`config.mk`:
```
export PLATFORM = sky130hd
export DESIGN_NAME = read_latency_table
export DESIGN_NICKNAME = d
export VERILOG_FILES = /design/src/read_latency_pkg.sv /design/src/latency_rom.sv /design/src/read_latency_table.sv
export SDC_FILE = /design/constraint.sdc
export NUM_CORES = 1
export LEC_CHECK = 0
export CELL_PAD_IN_SITES_DETAIL_PLACEMENT = 1
export CELL_PAD_IN_SITES_GLOBAL_PLACEMENT = 1
export CORE_UTILIZATION = 48
export CTS_CLUSTER_SIZE = 20
export DETAILED_ROUTE_END_ITERATION = 16
export DONT_BUFFER_PORTS = 1
export PLACE_DENSITY_LB_ADDON = 0.1
export SYNTH_ARGS = -nofsm -noshare
export SYNTH_HDL_FRONTEND = slang
export SYNTH_HIERARCHICAL = 1
export SYNTH_SLANG_ARGS = --single-unit
```
`constraint.sdc`:
```
create_clock -name clk_sys -period 7.5 [get_ports clk_sys]
set_input_delay 0.375 -clock clk_sys [delete_from_list [all_inputs] [get_ports clk_sys]]
set_output_delay 0.375 -clock clk_sys [all_outputs]
set_load 0.03 [all_outputs]
```
`src/read_latency_pkg.sv`:
```
// constants of the read latency table and the padding parameter
package read_latency_pkg;
  // ----------------------------------------------------------------
  // table layout
  // ----------------------------------------------------------------
  localparam int ADDR_W = 7;
  localparam logic [7:0] LAT_PARAM_ID = 8'h90;
  localparam logic [7:0] LAT_PARAM_LEN = 8'h56;
  localparam logic [7:0] ROW_COUNT = 8'h06;
  localparam logic [7:0] ROW_LEN = 8'h0e;
  localparam logic [6:0] ROW0_BASE = 7'h04;
  localparam logic [6:0] PAD_BASE = 7'h58;
  localparam logic [7:0] PAD_ID = 8'hf0;
  localparam logic [7:0] PAD_LEN = 8'h0f;
  localparam logic [7:0] PAD_FILL = 8'hff;
  localparam logic [6:0] PAD_NEXT = 7'h69;
  localparam logic [7:0] NOT_SUPPORTED = 8'hff;
  localparam logic [6:0] ROW_BASE [0:5] = '{7'h04, 7'h12, 7'h20, 7'h2e,
    7'h3c, 7'h4a};
  localparam logic [7:0] ROWS [0:5][0:13] = '{
    '{8'h46, 8'h43, 8'h03, 8'h13, 8'h0b, 8'h0c, 8'h3b, 8'h3c, 8'h6b,
      8'h6c, 8'hbb, 8'hbc, 8'heb, 8'hec},
    '{8'h32, 8'h03, 8'h00, 8'h00, 8'h00, 8'h00, 8'h00, 8'h00, 8'h00,
      8'h00, 8'h04, 8'h00, 8'h02, 8'h01},
    '{8'h50, 8'h00, 8'hff, 8'hff, 8'h00, 8'h08, 8'h00, 8'h08, 8'h00,
      8'h08, 8'h04, 8'h00, 8'h02, 8'h04},
    '{8'h5a, 8'h01, 8'hff, 8'hff, 8'h00, 8'h08, 8'h00, 8'h08, 8'h00,
      8'h08, 8'h04, 8'h01, 8'h02, 8'h04},
    '{8'h68, 8'h02, 8'hff, 8'hff, 8'h00, 8'h08, 8'h00, 8'h08, 8'h00,
      8'h08, 8'h04, 8'h02, 8'h02, 8'h05},
    '{8'h85, 8'h02, 8'hff, 8'hff, 8'h00, 8'h08, 8'hff, 8'hff, 8'hff,
      8'hff, 8'hff, 8'hff, 8'hff, 8'hff}};
  // ----------------------------------------------------------------
  // latency codes, rows, columns, read kinds and sequencer states
  // ----------------------------------------------------------------
  localparam logic [1:0] CODE_80 = 2'h0;
  localparam logic [1:0] CODE_90 = 2'h1;
  localparam logic [1:0] CODE_108 = 2'h2;
  localparam logic [1:0] CODE_50 = 2'h3;
  localparam logic [2:0] ROW_50 = 3'h1;
  localparam logic [2:0] ROW_80 = 3'h2;
  localparam logic [2:0] ROW_90 = 3'h3;
  localparam logic [2:0] ROW_108 = 3'h4;
  localparam logic [2:0] ROW_133 = 3'h5;
  localparam logic [6:0] COL_MODE = 7'h02;
  localparam logic [6:0] COL_LAT = 7'h03;
  typedef enum logic [2:0] {
    RD_BASIC = 3'h0, RD_FAST = 3'h1, RD_DUAL_OUT = 3'h2,
    RD_QUAD_OUT = 3'h3, RD_DUAL_IO = 3'h4, RD_QUAD_IO = 3'h5
  } read_kind_t;
  typedef enum logic [3:0] {
    ST_IDLE = 4'b0001, ST_MODE = 4'b0010, ST_DUMMY = 4'b0100,
    ST_DATA = 4'b1000
  } seq_state_t;
endpackage : read_latency_pkg

```
`src/latency_rom.sv`:
```
// byte rom of the latency code parameter and the padding parameter
`timescale 1ns/10ps
`default_nettype none
module latency_rom (
  input wire logic [6:0] addr,
  output logic [7:0] data
);
  logic [2:0] row;
  logic [6:0] col;

  // ----------------------------------------------------------------
  // row decode by base compare, avoids a divide by fourteen
  // ----------------------------------------------------------------
  always_comb begin
    row = 3'h0;
    for (int i = 1; i < 6; i++) begin
      if (addr >= read_latency_pkg::ROW_BASE[i]) begin
        row = 3'(i);
      end
    end
    col = 7'(addr - read_latency_pkg::ROW_BASE[row]);
  end

  always_comb begin
    if (addr == 7'h00) begin
      data = read_latency_pkg::LAT_PARAM_ID;
    end else if (addr == 7'h01) begin
      data = read_latency_pkg::LAT_PARAM_LEN;
    end else if (addr == 7'h02) begin
      data = read_latency_pkg::ROW_COUNT;
    end else if (addr == 7'h03) begin
      data = read_latency_pkg::ROW_LEN;
    end else if (addr < read_latency_pkg::PAD_BASE) begin
      data = read_latency_pkg::ROWS[row][col[3:0]];
    end else if (addr == read_latency_pkg::PAD_BASE) begin
      data = read_latency_pkg::PAD_ID;
    end else if (addr == 7'(read_latency_pkg::PAD_BASE + 7'h01)) begin
      data = read_latency_pkg::PAD_LEN;
    end else begin
      data = read_latency_pkg::PAD_FILL;
    end
  end
endmodule : latency_rom
`default_nettype wire

```
`src/read_latency_table.sv`:
```
// read latency lookup, phase sequencer and table byte reads
`timescale 1ns/10ps
`default_nettype none
module read_latency_table (
  input wire logic clk_sys,
  input wire logic sys_rst,
  input wire logic [1:0] lat_code,
  input wire logic high_rate,
  input wire logic cmd_start,
  input wire logic [2:0] cmd_kind,
  input wire logic sck_edge,
  input wire logic cmd_end,
  input wire logic [6:0] tbl_addr,
  output logic [7:0] tbl_data,
  output logic mode_phase,
  output logic dummy_phase,
  output logic data_drive,
  output logic cmd_reject,
  output logic [7:0] mode_cycles,
  output logic [7:0] lat_cycles
);
  // ----------------------------------------------------------------
  // row selection from the latency code
  // ----------------------------------------------------------------
  logic [2:0] row_sel;
  logic [6:0] mode_addr;
  logic [6:0] lat_addr;
  logic [7:0] mode_byte;
  logic [7:0] lat_byte;
  logic [7:0] tbl_byte;

  always_comb begin
    unique case (lat_code)
      read_latency_pkg::CODE_50: row_sel = read_latency_pkg::ROW_50;
      read_latency_pkg::CODE_80: row_sel = read_latency_pkg::ROW_80;
      read_latency_pkg::CODE_90: row_sel = read_latency_pkg::ROW_90;
      // one code, two rows: the clock rate picks which
      read_latency_pkg::CODE_108: row_sel = high_rate ?
        read_latency_pkg::ROW_133 : read_latency_pkg::ROW_108;
    endcase
    mode_addr = 7'(read_latency_pkg::ROW_BASE[row_sel] +
      read_latency_pkg::COL_MODE + {3'h0, cmd_kind, 1'b0});
    lat_addr = 7'(read_latency_pkg::ROW_BASE[row_sel] +
      read_latency_pkg::COL_LAT + {3'h0, cmd_kind, 1'b0});
  end

  latency_rom u_mode_rom (
    .addr(mode_addr),
    .data(mode_byte)
  );
  latency_rom u_lat_rom (
    .addr(lat_addr),
    .data(lat_byte)
  );
  latency_rom u_tbl_rom (
    .addr(tbl_addr),
    .data(tbl_byte)
  );

  // ----------------------------------------------------------------
  // phase sequencer
  // ----------------------------------------------------------------
  read_latency_pkg::seq_state_t state_q, state_d;
  logic [7:0] cnt_q, cnt_d;
  logic [7:0] lat_q, lat_d;
  logic [7:0] mode_cyc_q, mode_cyc_d;
  logic [7:0] lat_cyc_q, lat_cyc_d;
  logic reject_q, reject_d;
  logic [7:0] tbl_q;
  logic bad_kind;
  logic unsupported;

  always_comb begin
    bad_kind = cmd_kind > 3'(read_latency_pkg::RD_QUAD_IO);
    unsupported = bad_kind ||
      mode_byte == read_latency_pkg::NOT_SUPPORTED ||
      lat_byte == read_latency_pkg::NOT_SUPPORTED;
    state_d = state_q;
    cnt_d = cnt_q;
    lat_d = lat_q;
    mode_cyc_d = mode_cyc_q;
    lat_cyc_d = lat_cyc_q;
    reject_d = 1'b0;
    unique case (state_q)
      read_latency_pkg::ST_IDLE: begin
        if (cmd_start) begin
          if (unsupported) begin
            reject_d = 1'b1;
          end else begin
            mode_cyc_d = mode_byte;
            lat_cyc_d = lat_byte;
            cnt_d = mode_byte;
            lat_d = lat_byte;
            if (mode_byte != 8'h00) begin
              state_d = read_latency_pkg::ST_MODE;
            end else if (lat_byte != 8'h00) begin
              cnt_d = lat_byte;
              state_d = read_latency_pkg::ST_DUMMY;
            end else begin
              state_d = read_latency_pkg::ST_DATA;
            end
          end
        end
      end
      read_latency_pkg::ST_MODE: begin
        if (cmd_end) begin
          state_d = read_latency_pkg::ST_IDLE;
        end else if (sck_edge) begin
          cnt_d = 8'(cnt_q - 8'h01);
          if (cnt_q == 8'h01) begin
            cnt_d = lat_q;
            state_d = (lat_q != 8'h00) ? read_latency_pkg::ST_DUMMY :
              read_latency_pkg::ST_DATA;
          end
        end
      end
      read_latency_pkg::ST_DUMMY: begin
        if (cmd_end) begin
          state_d = read_latency_pkg::ST_IDLE;
        end else if (sck_edge) begin
          cnt_d = 8'(cnt_q - 8'h01);
          if (cnt_q == 8'h01) begin
            state_d = read_latency_pkg::ST_DATA;
          end
        end
      end
      read_latency_pkg::ST_DATA: begin
        if (cmd_end) begin
          state_d = read_latency_pkg::ST_IDLE;
        end
      end
      default: state_d = read_latency_pkg::ST_IDLE;
    endcase
  end

  always_ff @(posedge clk_sys) begin
    if (sys_rst) begin
      state_q <= read_latency_pkg::ST_IDLE;
      cnt_q <= 8'h00;
      lat_q <= 8'h00;
      mode_cyc_q <= 8'h00;
      lat_cyc_q <= 8'h00;
      reject_q <= 1'b0;
      tbl_q <= 8'h00;
    end else begin
      state_q <= state_d;
      cnt_q <= cnt_d;
      lat_q <= lat_d;
      mode_cyc_q <= mode_cyc_d;
      lat_cyc_q <= lat_cyc_d;
      reject_q <= reject_d;
      tbl_q <= tbl_byte;
    end
  end

  assign tbl_data = tbl_q;
  assign mode_phase = state_q[1];
  assign dummy_phase = state_q[2];
  assign data_drive = state_q[3];
  assign cmd_reject = reject_q;
  assign mode_cycles = mode_cyc_q;
  assign lat_cycles = lat_cyc_q;
endmodule : read_latency_table
`default_nettype wire

```
==> results.txt, run 1 <==
The global-route wire length before repair was 30200 um. Of all flip-flops after synthesis, the portion carrying an async set or reset was 0%. Setup violations remaining at the end of the flow were counted as 0. The first detailed-routing pass ran for 5 iterations. The layout filler cell count is 1401, and the synthesis-to-finish area growth is 1.64%. The critical path is of the in -> reg type. The congestion estimate from routability-driven global placement came to 0.959. For this run, the number of Yosys warnings is 6. After detailed routing, the average wire length per cell comes to 21.7 um. In this run the clock root is driven by a clkbuf_8.

In this run, CTS created clock tree buffers numbering 5. The hold buffer count at cts is 0, and the diode insertion count for antenna repair is 0. The fraction of the mapped netlist area in compound gates was 38.6%; the biggest fanout along the worst timing path was 21.

The most common cell in the synthesized netlist is nor2_1. Counting flops with a built-in enable in the synthesized netlist gives 0. The static power due to leakage is 2.07 nW. The total power divided by cell area was 434 nW/um2; the number of antenna violations at the first check in global routing was 0.

The synthesized design contains 37 register bits. Summing all non-filler instances in the final layout gives an area of 5490 um2. Number of buffers added for setup after CTS: 0. By count the netlist is led by nor2_1 (74), inv_1 (45), a21oi_1 (40), nand2_1 (40). The die is 108 um tall. The transition time at the pin with the least slew margin was 1160 ps.

The maximum number of pins on one net before global-route repair was 36; the shortest period the worst path allows was 6940 ps. Setup repair after global routing left no endpoint under its margin. After clock tree synthesis, the clock-pin slew on the worst setup and hold paths is 80 ps. The tools report the setup slack at placement as 408 ps.

For this run, the leading register cell type out of synthesis is dfxtp_1. The tightest hold path in the finished design has a slack of 144 ps. The core region is 10900 um2.

The logs give 5945 for the via count of the first global-routing pass and 557 ps for the smallest setup slack after layout. For this configuration, the core starts out at a cell density of 49.6%. The die width is 108 um. The clock reaches the later pin of the worst-skew pair after 290 ps.

Type of the most critical hold path: in -> reg. At the worst endpoint, the required time is 7700 ps. Timing would allow up to 144 MHz. CTS built an H-tree with a depth of 2.

The estimated wirelength of the detail-placed design was 13800 um. Total power draw: 2.38 mW. For the setup TNS, the log shows 0 ps. Counting along the longest clock path gives a buffer depth of 2. The worst-case headroom to the max-slew limit came out at 22.0%. The number of placed instances, taps included, is 836.

The post-route DRC violation count came out at 0. Post-CTS repair changed the size of 0 cells. TritonCTS built the clock tree. Via count: 5998. STA classifies the critical path startpoint as a primary input.

The number of distinct library cell variants in the gate-level netlist after synthesis is 76, and the sequential-to-total area share from yosys stat is 13.7%. The number of standard cells after synthesis was 746. In the post-synthesis netlist, the biggest area contributors are dfxtp_1 (14%), ha_1 (5.3%), nor2_1 (5.1%), a21oi_1 (3.7%), o21ai_0 (3.4%). The tree built by TritonCTS fans out to 37 sinks. The post-route netlist has 8.66% of its cells at a drive strength greater than 1.

The run gives 0 as the global route total overflow. In this run the cell area measured after placement is 5360 um2. The number of rows created at floorplan came out at 38. The critical path data arrival time is 7140 ps. The share of synthesized area in the top cell type comes to 13.7%. The finished layout holds 844 standard cells, fillers aside. The global router's overall resource usage came out at 31.8%. The synthesized-area fraction occupied by xor and xnor cells came out at 1.30%.

Wires add up to 18400 um. The utilization of the core after routing is 50.5%, and the netlist area before placement is 5410 um2. By area, the combinational part of the netlist is dominated by compound AO/OA/AOI/OAI gates.

Of the post-synthesis cell area, the part taken by muxes is 4.00%. The hold violation count in the final report came out at 0. On the final layout, the worst clock skew is 10.4 ps. IR analysis of the VDD net gives a maximum drop of 220 uV. Max-capacitance violation count: 0. Of all cell types, the one taking the most synthesized area is dfxtp_1. The count of input and output buffers works out to 0. After Yosys synthesis, and, or, nand and nor cells account for 25.8% of the synthesized area. The run gives 11700 um2 as the die area.

In this run the remaining antenna-violating nets after routing total 0. Synthesized area divided by synthesized cell count: 7.25 um2. In the finished design, the share of the clock period the worst path needs comes to 92.6%. The count of pins on the block boundary came out at 46. For this block, the initial DRC count from the detailed router was 433. The run finished with clean final reports. The worst setup path is captured at a flop. The max-slew violation total from the final report came out at 0. In the final design database the tool counted 748 nets. Via count normalized by instance count: 7.11. The adder-cell share of the synthesized area was 6.81%.
==> cells by family (layout without fill, tap and decap cells) <==
group,after synthesis,in the layout
AO/OA/AOI/OAI,282,282
XOR/XNOR,8,8
adder cells (fa/ha/maj),27,27
buffers and inverters,111,67
flip-flops,37,37
multiplexers,21,21
other,2,4
AND/OR/NAND/NOR,258,258
==> layout by cell type, fill, tap and decap left out, types with 6 or more instances in the layout <==
master,Yosys,layout
nor2_1,74,74
inv_1,45,45
nand2_1,40,40
a21oi_1,40,39
o21ai_0,37,37
dfxtp_1,37,37
ha_1,23,23
a31oi_1,21,21
nand3_1,20,20
nor3_1,20,20
mux2i_1,16,16
o211ai_1,15,15
a221oi_1,14,14
o2111ai_1,14,14
buf_4,0,14
nor4_1,13,13
a211oi_1,13,13
o21a_1,12,12
a21o_1,11,11
nand4_1,11,11
o31ai_1,11,11
and3_1,10,10
a311oi_1,10,10
nor2b_1,8,8
or4_1,8,8
or3_1,7,7
and2_1,7,7
o21ai_1,6,6
a41oi_1,6,6
nor2_2,6,6
a211o_1,6,6
o311ai_0,6,6
==> critical path, cell delays in order <==
cell and delay, ps:
xor2_1 140, ha_1 330, ha_1 310, a21o_1 110, a21oi_1 90, xnor2_2 730, nand4_1 330, o31a_1 200
o22a_1 260, ha_1 300, nor2_1 120, nor2_1 70, fa_1 910, o21ai_0 380, and3_1 310, o211ai_1 240
o311ai_0 410, nor4_2 780, nand2_1 160, nor3_1 240, a21oi_1 70, o31ai_1 260
==> worst paths after layout <==
| kind | depth (start not counted) | slack, ps | end | startpoint |
|---|---|---|---|---|
| max | 22 | 560 | state_q[3] | lat_code[1] |
| min | 1 | 140 | tbl_data[3] | sys_rst |
| max reg2reg | 5 | 5210 | cnt_q[3] | state_q[2] |
| min reg2reg | 2 | 520 | cnt_q[5] | cnt_q[5] |
==> report_power, final <==
group	switching [mW]	total, mW	internal, mW
sequential	0.164	0.421	0.257
clock	0.0784	0.212	0.134
combinational	1.12	1.75	0.633
==> layout make-up <==
| type | instances | area (um2) | share of cell area, % |
|---|---|---|---|
| clock buffers | 5 | 68.8 | 1.25 |
| clock inverters | 3 | 68.8 | 1.25 |
| inverters | 45 | 169 | 3.07 |
| multi-input cells | 600 | 4170 | 75.8 |
| flip-flops and latches | 37 | 741 | 13.5 |
| well taps | 140 | 175 | 3.19 |
| repair buffers | 14 | 105 | 1.91 |
==> state kept, by name (all words and copies together) (netlist names) <==
register / flops
cnt_q: 8
lat_cycles: 8
state_q: 4
mode_cycles: 8
tbl_data: 8
cmd_reject: 1
==> per-layer routing <==
layer  wire length [um]  track usage, %
met2               8850            53.9
met3                982            4.76
met4                431            9.30
met5                  0               0
met1               8080            41.4
Note: power is estimated with default switching activity, not from simulation.
==> inputs of run 2 (changes only) <==
Settings changed: SYNTH_HIERARCHICAL 1 to default.
==> run 2 against run 1 <==
  * Sequential power grew 7.8%
  * Total power rose by 1.4%
  * Wire length fell by 12%
  * Synthesized area shrank 15%
  * Final cell count shrank 11%
  * Non-clock buffer count shrank 2
  * Clock power decreased by 16%
  * Flip-flop and latch count unchanged
  * Maximum frequency decreased by 0.33%
  * Die area shrank 14%
  * Global-route usage is 0.72 points higher
  * Register-to-register slack worse by 940 ps
  * Largest power group unchanged
==> results.txt, run 2 <==
The tools report the total power draw as 2.41 mW (+1.4%). Total power divided by cell area: 507 nW/um2 (+17%). The fraction of met2 tracks used by global routing is 55.7% (+1.8 points), and the via count of the first global-routing pass is 5112 (-14%). The run gives 154 uV (-30%) as the maximum resistive drop on vdd. The final-layout worst hold slack is 141 ps (-3.02 ps). The global router's overall resource usage is 32.5% (+0.72 points), and the number of rows created at floorplan is 35 (-7.9%). The global-route wire length before repair is 26400 um (-13%).

The proportion of layout cells with a drive suffix above 1 was 8.39% (-0.28 points). The start-to-end type of the worst setup path was in -> reg. The synthesized area divided by synthesized cell count came out at 7.14 um2 (-1.5%). The number of nets in the layout is 667 (-11%). The smallest setup slack after layout is 534 ps (-22.9 ps), and the diode insertion count for antenna repair is 0 (unchanged). The count of input and output buffers was 0 (unchanged).

The synthesis-to-finish area growth is 3.22%, and the die area is 10000 um2 (-14%). The average wire per cell in the routed design was 21.6 um (-0.57%); the sequential-to-total area share from yosys stat was 16.0% (+2.3 points). The non-filler instance count after layout was 749 (-11%). STA classifies the critical path startpoint as a primary input.

Leaving out fill and tap cells, the most frequent cells in the layout are nor2_1 (74), nand2_1 (64), a21oi_1 (48). The number of flops mapped to enable cells by yosys works out to 0 (unchanged). The depth of the worst register-to-register path is 10 (+5), and the count of placed standard cells including taps is 741 (-11%). Type of the most critical hold path: in -> reg. Final cycle utilization of the critical path: 92.9% (+0.31 points). For the number of DRC violations after detailed-routing iteration 0, the log shows 477 (+10%). The number of H-tree branching levels was 2 (unchanged); the number of warnings reported in the yosys synthesis log was 0 (-6).

The kind of end point of the critical path is a flop. Number of distinct library cell variants in the gate-level netlist after synthesis: 82 (+7.9%). The clock skew after layout was 4.76 ps (-5.68 ps). TritonCTS built the clock tree. The run gives 290 ps (about the same) as the worst-skew pair later-pin latency. The post-route DRC violation count came out at 0 (unchanged). The worst register-to-register path ends at state_q[3]. The most common cell in the synthesized netlist is nor2_1. The run gives 4270 ps (-940 ps) as the worst-case register-to-register setup slack. The sink count of the clock tree is 37 (unchanged), and the maximum number of pins on one net before global-route repair is 32 (-11%).

The run finished with clean final reports. Cell chosen for the clock root: clkbuf_8. The run gives 4640 um2 (-13%) as the placed cell area. The static power due to leakage is 1.74 nW (-16%), and the share of async-settable or async-resettable flops after synthesis is 0% (unchanged). Most common cell after layout, fill and taps aside: nor2_1. Estimated wirelength of the detail-placed design: 12200 um (-12%).

The via count was 5118 (-15%). The number of nets handed over by synthesis was 695. The clock slew at the register clock pins of the worst setup and hold paths was 80 ps (about the same); the setup slack at placement was 268 ps (-140 ps).

The data required time at the worst endpoint is 7690 ps (about the same), and the post-detailed-route count of antenna-violating nets is 0 (unchanged). The top cell type's share of synthesized area was 16.0% (+2.3 points). Origin of the worst min-delay path: sys_rst.

The run gives 51.3% (+0.89 points) as the utilization of the core after routing. The setup TNS is 0 ps (unchanged). The via count normalized by instance count came out at 6.83 (-3.8%). The hold violation count in the final report is 0 (unchanged), and the global route total overflow is 0 (unchanged). The peak per-stage delay on the critical path was 570 ps (-340 ps); the global routing met1 resource utilization was 42.2% (+0.76 points). Leading area contributor after synthesis: dfxtp_1. The die width is 100 um (-7.4%), and the layout filler cell count is 1237 (-12%).

The met3 usage in global routing came out at 3.83% (-0.93 points). The fmax was 144 MHz (-0.33%). The global routing stage identified its most utilized layer as met2. The hold buffer count at cts is 0 (unchanged), and the number of buffers added by the clock tree synthesis step is 5 (unchanged).

The final wirelength came out at 16200 um (-12%). Total setup violations reported at the end of the flow: 0 (unchanged). Transition time at the pin with the least slew margin: 1280 ps (+124 ps). The vertical extent of the die is 100 um (-7.4%), and the max-slew violation total from the final report is 0 (unchanged). The count of pins on the block boundary was 46 (unchanged); the weighted congestion at the end of routability-driven global placement was 0.958 (-0.13%).

For this run, the leading register cell type out of synthesis is dfxtp_1. For this design, the slowest cell found on the critical path is a211oi_2. The tools report the worst hold path endpoint as cnt_q[7]. The number of synthesized register bits was 37 (unchanged).

The most numerous cell type found on the critical path is nor2_1. Maximum buffer depth of the clock tree: 2 (unchanged). Biggest fanout along the worst timing path: 12 (-43%). By count the netlist is led by nor2_1 (74), nand2_1 (64), a21oi_1 (48). Area of the core: 9280 um2 (-15%). The number of antenna violations at the first check in global routing is 0 (unchanged). The critical path data arrival time was 7160 ps (+20 ps); the shortest period the worst path allows was 6970 ps (+22.9 ps). Setup repair after global routing left no endpoint under its margin.

The logs give 647 (-13%) for the number of standard cells after synthesis and 4 (-1) for the number of detailed-route iterations in the first pass. By area the synthesized netlist is led by dfxtp_1 (16%), ha_1 (7.0%), nor2_1 (6.0%), a21oi_1 (5.2%), nand2_1 (5.2%). The worst-case headroom to the max-slew limit was 13.5% (-8.5 points). The max-capacitance violation count was 0 (unchanged). Worst hold path cell count: 1 (unchanged). For the netlist area before placement, the log shows 4620 um2 (-15%). The tools report the startpoint of the lowest-slack register-to-register path as cnt_q[2]. The critical path goes through inv_1 -> o21ai_0 -> ha_1 -> ha_1 -> fa_1 -> xor2_1 -> a211oi_1 -> nor2_1 -> nor2_1 -> a21oi_1 -> ha_1 -> nor2_1 -> nor2_1 -> fa_1 -> xnor2_2 -> nor3_1 -> a211oi_2 -> o311ai_2 -> a221oi_1 -> o221a_2 -> a211o_1 -> nand2b_1 -> a221oi_1. The tools report the final instance area as 4770 um2 (-13%).

Tracing the worst setup path back leads to its startpoint at lat_code[0]. The starting utilization of the core area came out at 49.7% (+0.10 points).
-- run 2: changes by cell type after synthesis, sizes merged, moves of 6 or more --
cell / delta
inv: -25
a221o: +7
nor2: -6
buf: -16
nand3: -7
nand2: +23
o211ai: -13
mux2i: -11
a21oi: +12
nor4: -8
o2111ai: -14
or4: -7
nand4: -7
-- run 2: worst max-delay path: cells and delay by family --
kind,cells,cell delay (ps)
AO/OA/AOI/OAI,9,3010
XOR/XNOR,2,800
adder cells (fa/ha/maj),5,1720
buffers and inverters,1,30
AND/OR/NAND/NOR,6,1190
-- run 2: power breakdown --
group | internal [mW] | leakage (nW) | total, mW | switching, mW
sequential | 0.272 | 0.304 | 0.454 | 0.182
combinational | 0.676 | 1.38 | 1.78 | 1.11
clock | 0.0996 | 0.0543 | 0.178 | 0.0786
total | 1.05 | 1.74 | 2.41 | 1.37
-- run 2: layer usage --
layer,wire length [um],part of all wire (%)
met4,386,2.4
met1,7220,45
met5,0,0
met3,769,4.7
met2,7820,48
-- run 2: area by class of cell --
class | count | area (um2) | area share (%)
timing repair buffer | 12 | 90.1 | 1.89
clock inverter | 3 | 46.3 | 0.971
inverter | 20 | 75.1 | 1.57
sequential | 37 | 741 | 15.5
tap | 129 | 161 | 3.39
multi-input combinational | 543 | 3580 | 75.2
clock buffer | 5 | 68.8 | 1.44
-- run 2: worst max-delay path by stage --
stage | end | slack (ps) | cells after the start
3_3_place_gp | cnt_q[4] | 680 | 24
3_5_place_dp | cnt_q[4] | 270 | 23
6_report | cnt_q[2] | 530 | 23
5_1_grt | cnt_q[4] | 60 | 24
2_1_floorplan | cnt_q[7] | 1050 | 26
4_1_cts | cnt_q[2] | 530 | 23
-- run 2: cells by family after synthesis --
group,after synthesis,share of synthesized area (%)
AND/OR/NAND/NOR,242,25.9
buffers and inverters,67,6.50
XOR/XNOR,14,2.82
flip-flops,37,16.0
AO/OA/AOI/OAI,251,38.7
multiplexers,6,1.33
adder cells (fa/ha/maj),30,8.78
-- run 2: repair_timing --
item	CTS	global route
buffers inserted	0	0
gates resized for setup	0	1
endpoints found under the setup margin	0	6
